### config.mk
export PLATFORM = sky130hd
export DESIGN_NAME = nvmac_ctrl
export DESIGN_NICKNAME = d
export VERILOG_FILES = /design/src/nvmac_array.v /design/src/nvmac_ctrl.v
export VERILOG_INCLUDE_DIRS = /design/src
export SDC_FILE = /design/constraint.sdc
export NUM_CORES = 1
export LEC_CHECK = 0
export ABC_CLOCK_PERIOD_IN_PS = 6330
export BUFFER_PORTS_ARGS = -buffer_cell sky130_fd_sc_hd__buf_4
export CELL_PAD_IN_SITES_DETAIL_PLACEMENT = 0
export CELL_PAD_IN_SITES_GLOBAL_PLACEMENT = 1
export CORE_MARGIN = 4
export CORE_UTILIZATION = 40
export CTS_BUF_LIST = sky130_fd_sc_hd__clkbuf_16
export DETAILED_ROUTE_END_ITERATION = 8
export PLACE_DENSITY = 0.72
export SLEW_MARGIN = 20
export SYNTH_ARGS = -nofsm -noshare
export SYNTH_HDL_FRONTEND = slang
export SYNTH_SLANG_ARGS = --single-unit
### constraint.sdc
create_clock -name clk -period 6.33 [get_ports clk]
set_input_delay 0.633 -clock clk [delete_from_list [all_inputs] [get_ports clk]]
set_output_delay 0.633 -clock clk [all_outputs]
set_load 0.02 [all_outputs]
### src/nvmac_defines.vh
// constants for the nonvolatile byte access controller
`ifndef NVMAC_DEFINES_VH
`define NVMAC_DEFINES_VH
// ----------------------------------------
// register offsets (i/o space)
// ----------------------------------------
`define NVMAC_ADDR_OFS 6'h1e
`define NVMAC_DATA_OFS 6'h1d
`define NVMAC_CTRL_OFS 6'h1c
// ----------------------------------------
// control register fields and address/data register reset values
// ----------------------------------------
`define NVMAC_READ_BIT 0
`define NVMAC_WRITE_BIT 1
`define NVMAC_ARM_BIT 2
`define NVMAC_ADDR_RESET 7'h00
`define NVMAC_DATA_RESET 8'h00
// ----------------------------------------
// timing
// ----------------------------------------
`define NVMAC_CLK_MHZ 200
`define NVMAC_WRITE_US 2500
`define NVMAC_WRITE_CYCLES (`NVMAC_WRITE_US * `NVMAC_CLK_MHZ)
`define NVMAC_ARM_CYCLES 3'h4
`define NVMAC_WSTALL_CYCLES 3'h2
`define NVMAC_RSTALL_CYCLES 3'h4
`endif

### src/nvmac_array.v
// storage array model of 128 bytes with synchronous read and write
module nvmac_array #(
	parameter AW = 7
) (
	input wire clk,
	input wire we,
	input wire [AW-1:0] addr,
	input wire [7:0] wdata,
	output reg [7:0] rdata
);
	reg [7:0] mem [0:(1<<AW)-1];

	always @(posedge clk) begin
		if (we) begin
			mem[addr] <= wdata;
		end
		rdata <= mem[addr];
	end
endmodule

### src/nvmac_ctrl.v
// register front end and write timer for the nonvolatile byte store
//
// How it works
// RULE1: a write strobe stalls the cpu for two cycles.
// RULE2: a read strobe stalls the cpu for four cycles.
// RULE3: seven-bit address selects one of 128 bytes, 0 through 127.
// RULE4: address bit 7 and control bits 7..3 read as zero.
// RULE5: data register is write source and receives read bytes.
// RULE6: write strobe ignored unless arm bit already set.
// RULE7: arm bit clears itself four cycles after being set.
// RULE8: arm bit accepted only when the same write clears the write strobe.
// RULE9: software waits idle, arms, then strobes within four cycles.
// RULE10: write strobe stays high for the write period then clears.
// RULE11: read strobe fetches the byte then clears itself.
// RULE12: address or data write during a write aborts it.
// RULE13: software checks write strobe is zero before reading.
// RULE14: software keeps interrupts off across the arming steps.
// RULE15: internal counter times the write; strobes ignored meanwhile.
//
// the write period is one fixed count at the short end of the range; a slower
// cell needs WRITE_CYCLES raised to the long end.
`include "nvmac_defines.vh"
module nvmac_ctrl #(
	parameter WRITE_CYCLES = `NVMAC_WRITE_CYCLES,
	parameter AW = 7
) (
	input wire clk,
	input wire rst,
	input wire [5:0] io_addr,
	input wire io_wr,
	input wire io_rd,
	input wire [7:0] io_wdata,
	output reg [7:0] io_rdata,
	output reg cpu_stall,
	output reg write_busy
);
	// ----------------------------------------
	// state
	// ----------------------------------------
	localparam ST_IDLE = 2'd0;
	localparam ST_READ = 2'd1;
	localparam ST_WRITE = 2'd2;

	reg [1:0] state;
	reg [AW-1:0] nvm_byte_address;
	reg [7:0] nvm_byte_data;
	reg write_arm_bit;
	reg write_strobe_bit;
	reg read_strobe_bit;
	reg [2:0] arm_cnt;
	reg [2:0] stall_cnt;
	reg [31:0] wr_cnt;
	reg [1:0] rd_phase;
	reg arr_we;
	wire [7:0] arr_rdata;

	// ----------------------------------------
	// decoding helpers
	// ----------------------------------------
	// one compare per register, shared by the write decode and the read mux
	function reg_hit;
		input [5:0] a;
		input [5:0] ofs;
		begin
			reg_hit = (a == ofs);
		end
	endfunction

	// control image; reserved bits 7..3 are tied low here and nowhere else
	function [7:0] ctrl_image;
		input arm;
		input wr;
		input rd;
		begin
			ctrl_image = {5'h00, arm, wr, rd}; // RULE4
		end
	endfunction

	wire wr_addr = io_wr && reg_hit(io_addr, `NVMAC_ADDR_OFS);
	wire wr_data = io_wr && reg_hit(io_addr, `NVMAC_DATA_OFS);
	wire wr_ctrl = io_wr && reg_hit(io_addr, `NVMAC_CTRL_OFS);
	wire ctrl_arm = io_wdata[`NVMAC_ARM_BIT];
	wire ctrl_write = io_wdata[`NVMAC_WRITE_BIT];
	wire ctrl_read = io_wdata[`NVMAC_READ_BIT];
	wire busy = (state != ST_IDLE);
	// write only starts from an already armed bit and an idle block
	wire start_write = wr_ctrl && ctrl_write && write_arm_bit && !busy; // RULE6 RULE15
	// a control write that also sets the write bit is taken as a write attempt only
	wire start_read = wr_ctrl && ctrl_read && !ctrl_write && !busy;

	nvmac_array #(
		.AW(AW)
	) u_array (
		.clk(clk),
		.we(arr_we),
		.addr(nvm_byte_address),
		.wdata(nvm_byte_data),
		.rdata(arr_rdata)
	);

	// ----------------------------------------
	// register, arming and access sequencing
	// ----------------------------------------
	always @(posedge clk or posedge rst) begin
		if (rst) begin
			state <= ST_IDLE;
			nvm_byte_address <= `NVMAC_ADDR_RESET;
			nvm_byte_data <= `NVMAC_DATA_RESET;
			write_strobe_bit <= 1'b0;
			read_strobe_bit <= 1'b0;
			wr_cnt <= 32'd0;
			rd_phase <= 2'd0;
			arr_we <= 1'b0;
		end else begin
			arr_we <= 1'b0;
			if (wr_addr) begin
				nvm_byte_address <= io_wdata[AW-1:0]; // RULE3
			end
			if (wr_data) begin
				nvm_byte_data <= io_wdata; // RULE5
			end
			case (state)
			ST_IDLE: begin
				if (start_write) begin
					state <= ST_WRITE;
					write_strobe_bit <= 1'b1; // RULE10
					wr_cnt <= WRITE_CYCLES - 1;
				end else if (start_read) begin
					state <= ST_READ;
					read_strobe_bit <= 1'b1;
					rd_phase <= 2'd0;
				end
			end
			ST_READ: begin
				// array has one cycle latency, byte caught on the second
				rd_phase <= rd_phase + 2'd1;
				if (rd_phase == 2'd1) begin
					nvm_byte_data <= arr_rdata; // RULE5 RULE11
					read_strobe_bit <= 1'b0; // RULE11
					state <= ST_IDLE;
				end
			end
			ST_WRITE: begin
				if (wr_addr || wr_data) begin
					// interrupted write leaves the cell undefined; we skip it
					state <= ST_IDLE; // RULE12
					write_strobe_bit <= 1'b0;
				end else if (wr_cnt == 32'd0) begin
					// the cell is written once, at the end, so an abort leaves it untouched
					arr_we <= 1'b1; // RULE10
					write_strobe_bit <= 1'b0;
					state <= ST_IDLE;
				end else begin
					wr_cnt <= wr_cnt - 32'd1; // RULE15
				end
			end
			default: begin
				state <= ST_IDLE;
			end
			endcase
		end
	end

	// ----------------------------------------
	// write arming window
	// ----------------------------------------
	// the arm is a short key: it lapses on its own so a stray strobe long
	// after arming cannot start a write, and the strobe it enables spends it
	always @(posedge clk or posedge rst) begin
		if (rst) begin
			write_arm_bit <= 1'b0;
			arm_cnt <= 3'h0;
		end else if (start_write) begin
			write_arm_bit <= 1'b0;
			arm_cnt <= 3'h0;
		end else if (wr_ctrl && ctrl_arm && !ctrl_write) begin
			write_arm_bit <= 1'b1; // RULE8
			arm_cnt <= `NVMAC_ARM_CYCLES;
		end else if (arm_cnt != 3'h0) begin
			arm_cnt <= arm_cnt - 3'h1;
			if (arm_cnt == 3'h1) begin
				write_arm_bit <= 1'b0; // RULE7
			end
		end
	end

	// ----------------------------------------
	// cpu stall timing
	// ----------------------------------------
	// the stall is counted from the accepted strobe, not from the state, so a
	// read that finishes early still holds the cpu for its full four cycles
	always @(posedge clk or posedge rst) begin
		if (rst) begin
			stall_cnt <= 3'h0;
		end else if (start_write) begin
			stall_cnt <= `NVMAC_WSTALL_CYCLES; // RULE1
		end else if (start_read) begin
			stall_cnt <= `NVMAC_RSTALL_CYCLES; // RULE2
		end else if (stall_cnt != 3'h0) begin
			stall_cnt <= stall_cnt - 3'h1;
		end
	end

	// ----------------------------------------
	// outputs
	// ----------------------------------------
	always @(posedge clk or posedge rst) begin
		if (rst) begin
			cpu_stall <= 1'b0;
			write_busy <= 1'b0;
			io_rdata <= 8'h00;
		end else begin
			cpu_stall <= start_write || start_read || (stall_cnt > 3'd1); // RULE1 RULE2
			write_busy <= write_strobe_bit;
			// unmapped offsets read as zero rather than holding the last register
			if (reg_hit(io_addr, `NVMAC_ADDR_OFS)) begin
				io_rdata <= {1'b0, nvm_byte_address}; // RULE4
			end else if (reg_hit(io_addr, `NVMAC_DATA_OFS)) begin
				io_rdata <= nvm_byte_data;
			end else if (reg_hit(io_addr, `NVMAC_CTRL_OFS)) begin
				io_rdata <= ctrl_image(write_arm_bit, write_strobe_bit, read_strobe_bit);
			end else begin
				io_rdata <= 8'h00;
			end
		end
	end
endmodule

==> flow_metrics.tcl, run 1 <==
set metrics [dict create \
    status "finished clean" \
    grtUsageTotal 0.2098 \
    finalSetupViolations 0 \
    drt-initial-drc-count 3298 \
    finalCritPeriodShare 0.6907 \
    htree_levels 3 \
    grt_pass1_wl_microns 178800 \
    dieArea_sq_um 115200 \
    arrival_ps 5000 \
    post_drt_wl_per_cell_microns 29.72 \
    synth_area_sq_um 43920 \
    crit_fanout 45 \
    worstPathRequired_ps 6960 \
    cts_tree "yes" \
    final-hold-violation-count 0 \
    maxCapViolCount 0 \
    clkTransAtPathRegs_ps 60 \
    ios 28 \
    fin_ws_ps 1958 \
    ys.flop_type "edfxtp_1" \
    hold_buffers 0 \
    clkPwrFrac 0.353 \
    yosysTopAreaCellShare 0.7002 \
    path_class "reg2reg" \
    clk_latency_ps 710 \
    hold_class "in2reg" \
    clock_sinks 1103 \
    ant_nets 0 \
    seqPwrFrac 0.513 \
    synthTopCellsByArea "edfxtp_1 (70%), dfrtp_1 (4.0%), mux4_2 (3.8%), a221oi_1 (2.5%), mux2_2 (2.3%)" \
    ys_seq_elements 1103 \
    power.static_leakage_nw 15.41 \
    synth_edf_count 1024 \
    initial_core_util 0.4029 \
    coreArea_sq_um 109000 \
    synth_warnings 0 \
    drive_above_1_share 0.1664 \
    netlist_top_cells_count "edfxtp_1 (1024), nor2_1 (257), a221oi_1 (126)" \
    nets 2669 \
    cp-start-kind "register" \
    fin_skew_ps 33.59 \
    maxSlewViolCount 0 \
    power.share.combinational 0.135 \
    syn_to_final_growth_pct 11.72 \
    fillers 9338 \
    drcViolationCount 0 \
    ir_drop_mv 0.2337 \
    gp_congestion 0.8479 \
    gr-total-overflow 0 \
    synth_cell_types 77 \
    synth-async-reset-ratio 0.06437 \
    numCtsBuffers 109 \
    hpwlAfterDp_microns 71720 \
    power_switching_mw 4.998 \
    clockBufferDepth 3 \
    drt_wl_total_microns 123300 \
    yosysTopAreaCell "edfxtp_1" \
    grt_max_degree 102 \
    yosysMostFrequentCell "edfxtp_1" \
    power.internal_mw 13.11 \
    fin_crit_ps 4372 \
    port_buffers 26 \
    viasPerCell 6.118 \
    syn_avg_cell_area_sq_um 16.76 \
    rows 121 \
    multi_input_area_sq_um 10270 \
    fp.dieH_microns 339.3 \
    die_x_microns 339.3 \
    dr.pass1.iters 6 \
    sw_frac_of_total 0.2760 \
    powerDensity_nw_per_um2 369.0 \
    syn_inst 2620 \
    rsz0062_at_grt "false" \
    postCtsSetupBuffers 0 \
    max_slew_margin 0.1699 \
    worstSetupEndpointType "register" \
    synthesis.nets 2646 \
    root_buffer "clkbuf_16" \
    setup-tns-final_ps 0 \
    max_freq_mhz 228.7 \
    regArea_sq_um 32730 \
    tightest_slew_ps 1242 \
    vias 25380 \
    synth-seq-area-share 0.7443 \
    dp_slack_ps 2083 \
    antenna_found_initial 3 \
    post_cts_resize_count 0 \
    grt_pass1_vias 25300 \
]
layout make-up:
class / count / area share
sequential: 1103 / 0.6671
multi-input combinational: 1325 / 0.2093
antenna: 1 / 0.00005100
timing repair buffer: 88 / 0.01464
inverter: 16 / 0.001224
clock buffer: 110 / 0.05610
tap: 1414 / 0.03606
clock inverter: 92 / 0.01548
cells in the final DEF (no fill, tap or decap), types with 7 or more instances in the layout:
master | Yosys | routed
a221oi_1 | 126 | 126
nor2b_1 | 13 | 7
mux4_2 | 75 | 75
o221ai_1 | 19 | 19
dfrtp_4 | 0 | 11
clkinv_1 | 0 | 21
nor3_1 | 26 | 26
or3_1 | 7 | 7
o2bb2ai_1 | 15 | 15
clkinv_2 | 0 | 25
mux2i_1 | 85 | 85
ha_1 | 8 | 8
a2111oi_0 | 11 | 10
nand2_1 | 112 | 112
nor2_1 | 257 | 255
xor2_1 | 11 | 11
a211oi_1 | 8 | 8
nand4_1 | 8 | 8
dfrtp_1 | 71 | 58
dfxtp_1 | 8 | 8
a21oi_1 | 59 | 59
o21ai_0 | 38 | 38
edfxtp_1 | 1024 | 1024
a22o_1 | 13 | 13
a31oi_1 | 13 | 13
a221o_1 | 18 | 18
a22oi_1 | 73 | 73
o211ai_1 | 19 | 19
and3_1 | 12 | 11
o22ai_1 | 23 | 23
clkbuf_16 | 0 | 110
bufinv_16 | 0 | 11
nand3_1 | 34 | 34
mux2_2 | 90 | 90
nor4_1 | 16 | 16
buf_4 | 32 | 84
nand2b_1 | 9 | 9
xnor2_1 | 17 | 17
inv_1 | 13 | 36
critical path: stages, from the launching register on:
cell	delay (ps)
dfrtp_4	960
buf_4	600
nor2b_4	340
buf_4	530
a22oi_1	190
a31oi_1	260
nor2_1	60
o311ai_0	980
and4_1	310
power by group through the flow:
| stage | registers, mW | clock network, mW | logic, mW |
|---|---|---|---|
| finish | 9.28 | 6.38 | 2.44 |
| global route | 9.31 | 6.78 | 2.57 |
| CTS | 9.28 | 6.45 | 2.39 |
| detailed placement | 9.44 | 0 | 2.39 |
| global placement | 9.40 | 0 | 2.32 |
| floorplan | 9.43 | 0 | 1.23 |
final timing paths:
check | end | start | slack (ps) | cells after the start
max | u_array.rdata[4] | nvm_byte_address[1] | 1960 | 8
min | nvm_byte_address[5] | io_wdata[5] | 190 | 2
max reg2reg | u_array.rdata[4] | nvm_byte_address[1] | 1960 | 8
min reg2reg | write_busy | write_strobe_bit | 430 | 0
max in group asynchronous | nvm_byte_data[2] | rst | 5370 | 3
min in group asynchronous | nvm_byte_address[5] | rst | 220 | 3
state kept, by name, summed over array words and instances, names as in the netlist:
register and cells:
write_strobe_bit 1, arr_we 1, u_array.mem 1024, write_busy 1, rd_phase 2, nvm_byte_address 7
u_array.rdata 8, state 2, read_strobe_bit 1, wr_cnt 32, write_arm_bit 1, cpu_stall 1
nvm_byte_data 8, stall_cnt 3, io_rdata 8, arm_cnt 3
through the flow:
stage	hold slack [ps]	instance area (sq um)	util	power, mW	instances
after floorplan	367.3	43920	-	10.67	2620
after global placement	409.9	45520	0.4176	11.73	3945
after detailed placement	415.1	45520	0.4176	11.82	3945
after CTS	161.5	49030	0.4498	18.13	4147
after global routing	179.4	49060	0.4501	18.66	4148
final	188.7	49060	0.4501	18.11	4149
metal layers:
metal  global-route usage  wire length, microns  share of wire
met4              0.08267                  4619          0.037
met1               0.2891                 49070           0.40
met3              0.05043                 13180           0.11
met5                    0                    13        0.00011
met2               0.3232                 56410           0.46
kinds of logic (layout without fill, tap and decap cells):
| logic type | after synthesis | count (layout) | share of synthesized area |
|---|---|---|---|
| buf+inv | 192 | 306 | 0.02331 |
| mux | 256 | 256 | 0.08254 |
| flops | 1103 | 1103 | 0.7443 |
| simple gates | 531 | 531 | 0.05456 |
| xor+xnor | 28 | 28 | 0.005584 |
| other cells | 0 | 1 | 0 |
| compound gates | 502 | 502 | 0.08744 |
| fa+ha+maj | 8 | 8 | 0.002279 |
Note: power is estimated with default switching activity, not from simulation.
==> run 2: changes to the inputs <==
Settings changed: ABC_AREA set to 1, ABC_CLOCK_PERIOD_IN_PS 6330 to 4300, PLACE_DENSITY 0.72 to 0.77.
Clock period 6.33 ns to 4.3 ns, I/O delays scaled along.
==> flow_metrics.tcl, run 2 <==
set metrics [dict create \
    ys.flop_type "edfxtp_1" \
    synth_edf_count 1024 \
    synth_cell_types 40 \
    vias 32580 \
    clock_sinks 1103 \
    largest_reg_flops 1024 \
    powerDensity_nw_per_um2 552.2 \
    crit_fanout 47 \
    final_common_cell "nand2_1" \
    clkPwrFrac 0.330 \
    drive_above_1_share 0.06799 \
    top_register "u_array.mem" \
    hpwlAfterDp_microns 69970 \
    cp-start-kind "register" \
    cts_tree "yes" \
    antenna_found_initial 0 \
    synthesis.nets 4943 \
    synth_area_sq_um 48040 \
    hold_buffers 9 \
    drt_wl_total_microns 122700 \
    ir_drop_mv 0.3492 \
    syn_to_final_growth_pct 11.82 \
    reg2reg_from "wr_cnt[0]" \
    worst-path-buf-inv 2 \
    drcViolationCount 0 \
    maxSlewViolCount 0 \
    final_cell_mix "nand2_1 (3026), edfxtp_1 (1024), nor2_1 (296)" \
    worstSetupEndpointType "register" \
    post_cts_resize_count 0 \
    postCtsSetupBuffers 0 \
    cp_slowest_cell "nand2_2" \
    synthTopCellsByArea "edfxtp_1 (64%), nand2_1 (24%), dfrtp_1 (3.7%), nor2_1 (2.3%), buf_2 (1.1%)" \
    r2r-end "wr_cnt[0]" \
    fin_crit_ps 3003 \
    initial_core_util 0.4047 \
    drt-initial-drc-count 3009 \
    syn_inst 4917 \
    gr-total-overflow 0 \
    viasPerCell 4.913 \
    yosysTopAreaCell "edfxtp_1" \
    htree_levels 3 \
    setup-tns-final_ps 0 \
    synth_warnings 0 \
    synth-async-reset-ratio 0.06437 \
    root_buffer "clkbuf_16" \
    power.share.combinational 0.185 \
    sw_frac_of_total 0.3147 \
    clkTransAtPathRegs_ps 60 \
    netlist_top_cells_count "nand2_1 (3026), edfxtp_1 (1024), nor2_1 (299)" \
    top_regs "u_array.mem x1024, wr_cnt x32" \
    power.static_leakage_nw 22.35 \
    holdWs_ps 54.25 \
    dieArea_sq_um 125700 \
    ys_seq_elements 1103 \
    numCtsBuffers 115 \
    max_freq_mhz 333.0 \
    arrival_ps 3580 \
    grtUsageTotal 0.1923 \
    finalCritPeriodShare 0.6985 \
    fp.dieH_microns 354.6 \
    ios 28 \
    grt_max_degree 129 \
    synth-seq-area-share 0.6803 \
    seqPwrFrac 0.485 \
    ant_nets 0 \
    rsz0062_at_grt "false" \
    yosysTopAreaCellShare 0.6400 \
    clk_latency_ps 730 \
    dr.pass1.iters 6 \
    finalSetupViolations 0 \
    cpLargestDelayFamily "simple AND/OR/NAND/NOR gates" \
    power.internal_mw 20.33 \
    gp_congestion 0.7894 \
    path_class "reg2reg" \
    power_switching_mw 9.336 \
    grt_pass1_wl_microns 187100 \
    whs_path_depth 4 \
    port_buffers 26 \
    hold_end "io_rdata[7]" \
    path_cells "inv_1, ha_1, nand2_2, nor2_2, nand2_1, nor2_1, nand4_1, nand2_1, buf_4, nand2_2, o21ai_0, o21ai_2" \
    grt_pass1_vias 30660 \
    fillers 11030 \
    tightest_slew_ps 997.2 \
    maxCapViolCount 0 \
    worstPathRequired_ps 4870 \
    yosysMostFrequentCell "nand2_1" \
    final-hold-violation-count 0 \
    max_slew_margin 0.3336 \
    syn_avg_cell_area_sq_um 9.771 \
    hold_start "io_addr[1]" \
    status "finished clean" \
    coreArea_sq_um 118700 \
    rows 126 \
    fin_skew_ps 52.14 \
    hold_class "in2reg" \
    nets 4960 \
    die_x_microns 354.6 \
    multi_input_area_sq_um 13800 \
    reg2reg_slack_ps 1300 \
    crit_path_max_incr_delay_ps 610 \
    clockBufferDepth 3 \
    regArea_sq_um 32730 \
    post_drt_wl_per_cell_microns 18.50 \
    r2r_cells 12 \
]
==> run 2: cell types whose count changed after synthesis, moves of 21 or more <==
cell / before / now
mux2i_1: 85 / 0
mux2_2: 90 / 0
a22oi_1: 73 / 0
nand2_1: 112 / 3026
o22ai_1: 23 / 2
buf_2: 68 / 110
a21oi_1: 59 / 7
mux4_2: 75 / 0
inv_1: 13 / 59
a221oi_1: 126 / 0
nor2_1: 257 / 299
==> run 2: kinds of logic after synthesis <==
group,count (synthesis),synth area share
AO/OA/AOI/OAI,61,0.007474
XOR/XNOR,28,0.005105
adder cells (fa/ha/maj),8,0.002084
buffers and inverters,301,0.03268
flip-flops,1103,0.6803
AND/OR/NAND/NOR,3416,0.2723
==> run 2: cell type report <==
cell class | count | area share
clock inverter | 97 | 0.01491
sequential | 1103 | 0.6092
timing repair buffer | 136 | 0.02269
inverter | 65 | 0.004868
antenna | 1 | 0.00004658
clock buffer | 116 | 0.05404
multi-input combinational | 3513 | 0.2570
tap | 1600 | 0.03727
==> run 2: power groups by stage <==
stage / Clock [mW] / Sequential (mW) / Combinational [mW]
final: 9.78 / 14.4 / 5.50
after detailed placement: 0 / 14.6 / 5.50
after floorplan: 0 / 14.5 / 3.22
after global placement: 0 / 14.6 / 5.45
after global routing: 10.4 / 14.4 / 6.15
after CTS: 9.95 / 14.4 / 5.53
==> run 2: tightest hold or removal path: stages <==
cell and delay (ps):
buf_4 110, nor2_4 60, nand2_1 100, nor2_1 40
==> run 2: through the flow <==
step | area [sq um] | worst slack [ps] | power [mW] | instances | utilization
finish | 53720 | 1297 | 29.66 | 6631 | 0.4525
global route | 53720 | 1025 | 31.00 | 6630 | 0.4525
CTS | 53720 | 1305 | 29.88 | 6630 | 0.4525
detailed placement | 49920 | 1295 | 20.12 | 6408 | 0.4206
global placement | 49920 | 1320 | 20.04 | 6408 | 0.4206
floorplan | 48040 | 2032 | 17.73 | 4917 | -
==> run 2: how the worst max path moves through the flow <==
stage | from | endpoint | slack [ps] | cells after the start
global route | wr_cnt[0] | wr_cnt[0] | 1030 | 12
detailed placement | wr_cnt[0] | wr_cnt[0] | 1290 | 12
global placement | wr_cnt[0] | wr_cnt[0] | 1320 | 12
finish | wr_cnt[0] | wr_cnt[0] | 1300 | 12
CTS | wr_cnt[0] | wr_cnt[13] | 1300 | 11
floorplan | nvm_byte_data[5] | nvm_byte_data[5] | 2030 | 2
==> run 2: layer usage <==
| metal | share of wire | GRT usage | wire [microns] | vias to the layer above |
|---|---|---|---|---|
| li1 | - | - | - | 15860 |
| met1 | 0.45 | 0.2691 | 54950 | 15660 |
| met2 | 0.47 | 0.3152 | 57610 | 886 |
| met3 | 0.058 | 0.02800 | 7167 | 180 |
| met4 | 0.024 | 0.05205 | 2926 | 0 |
| met5 | 0 | 0 | 0 | - |
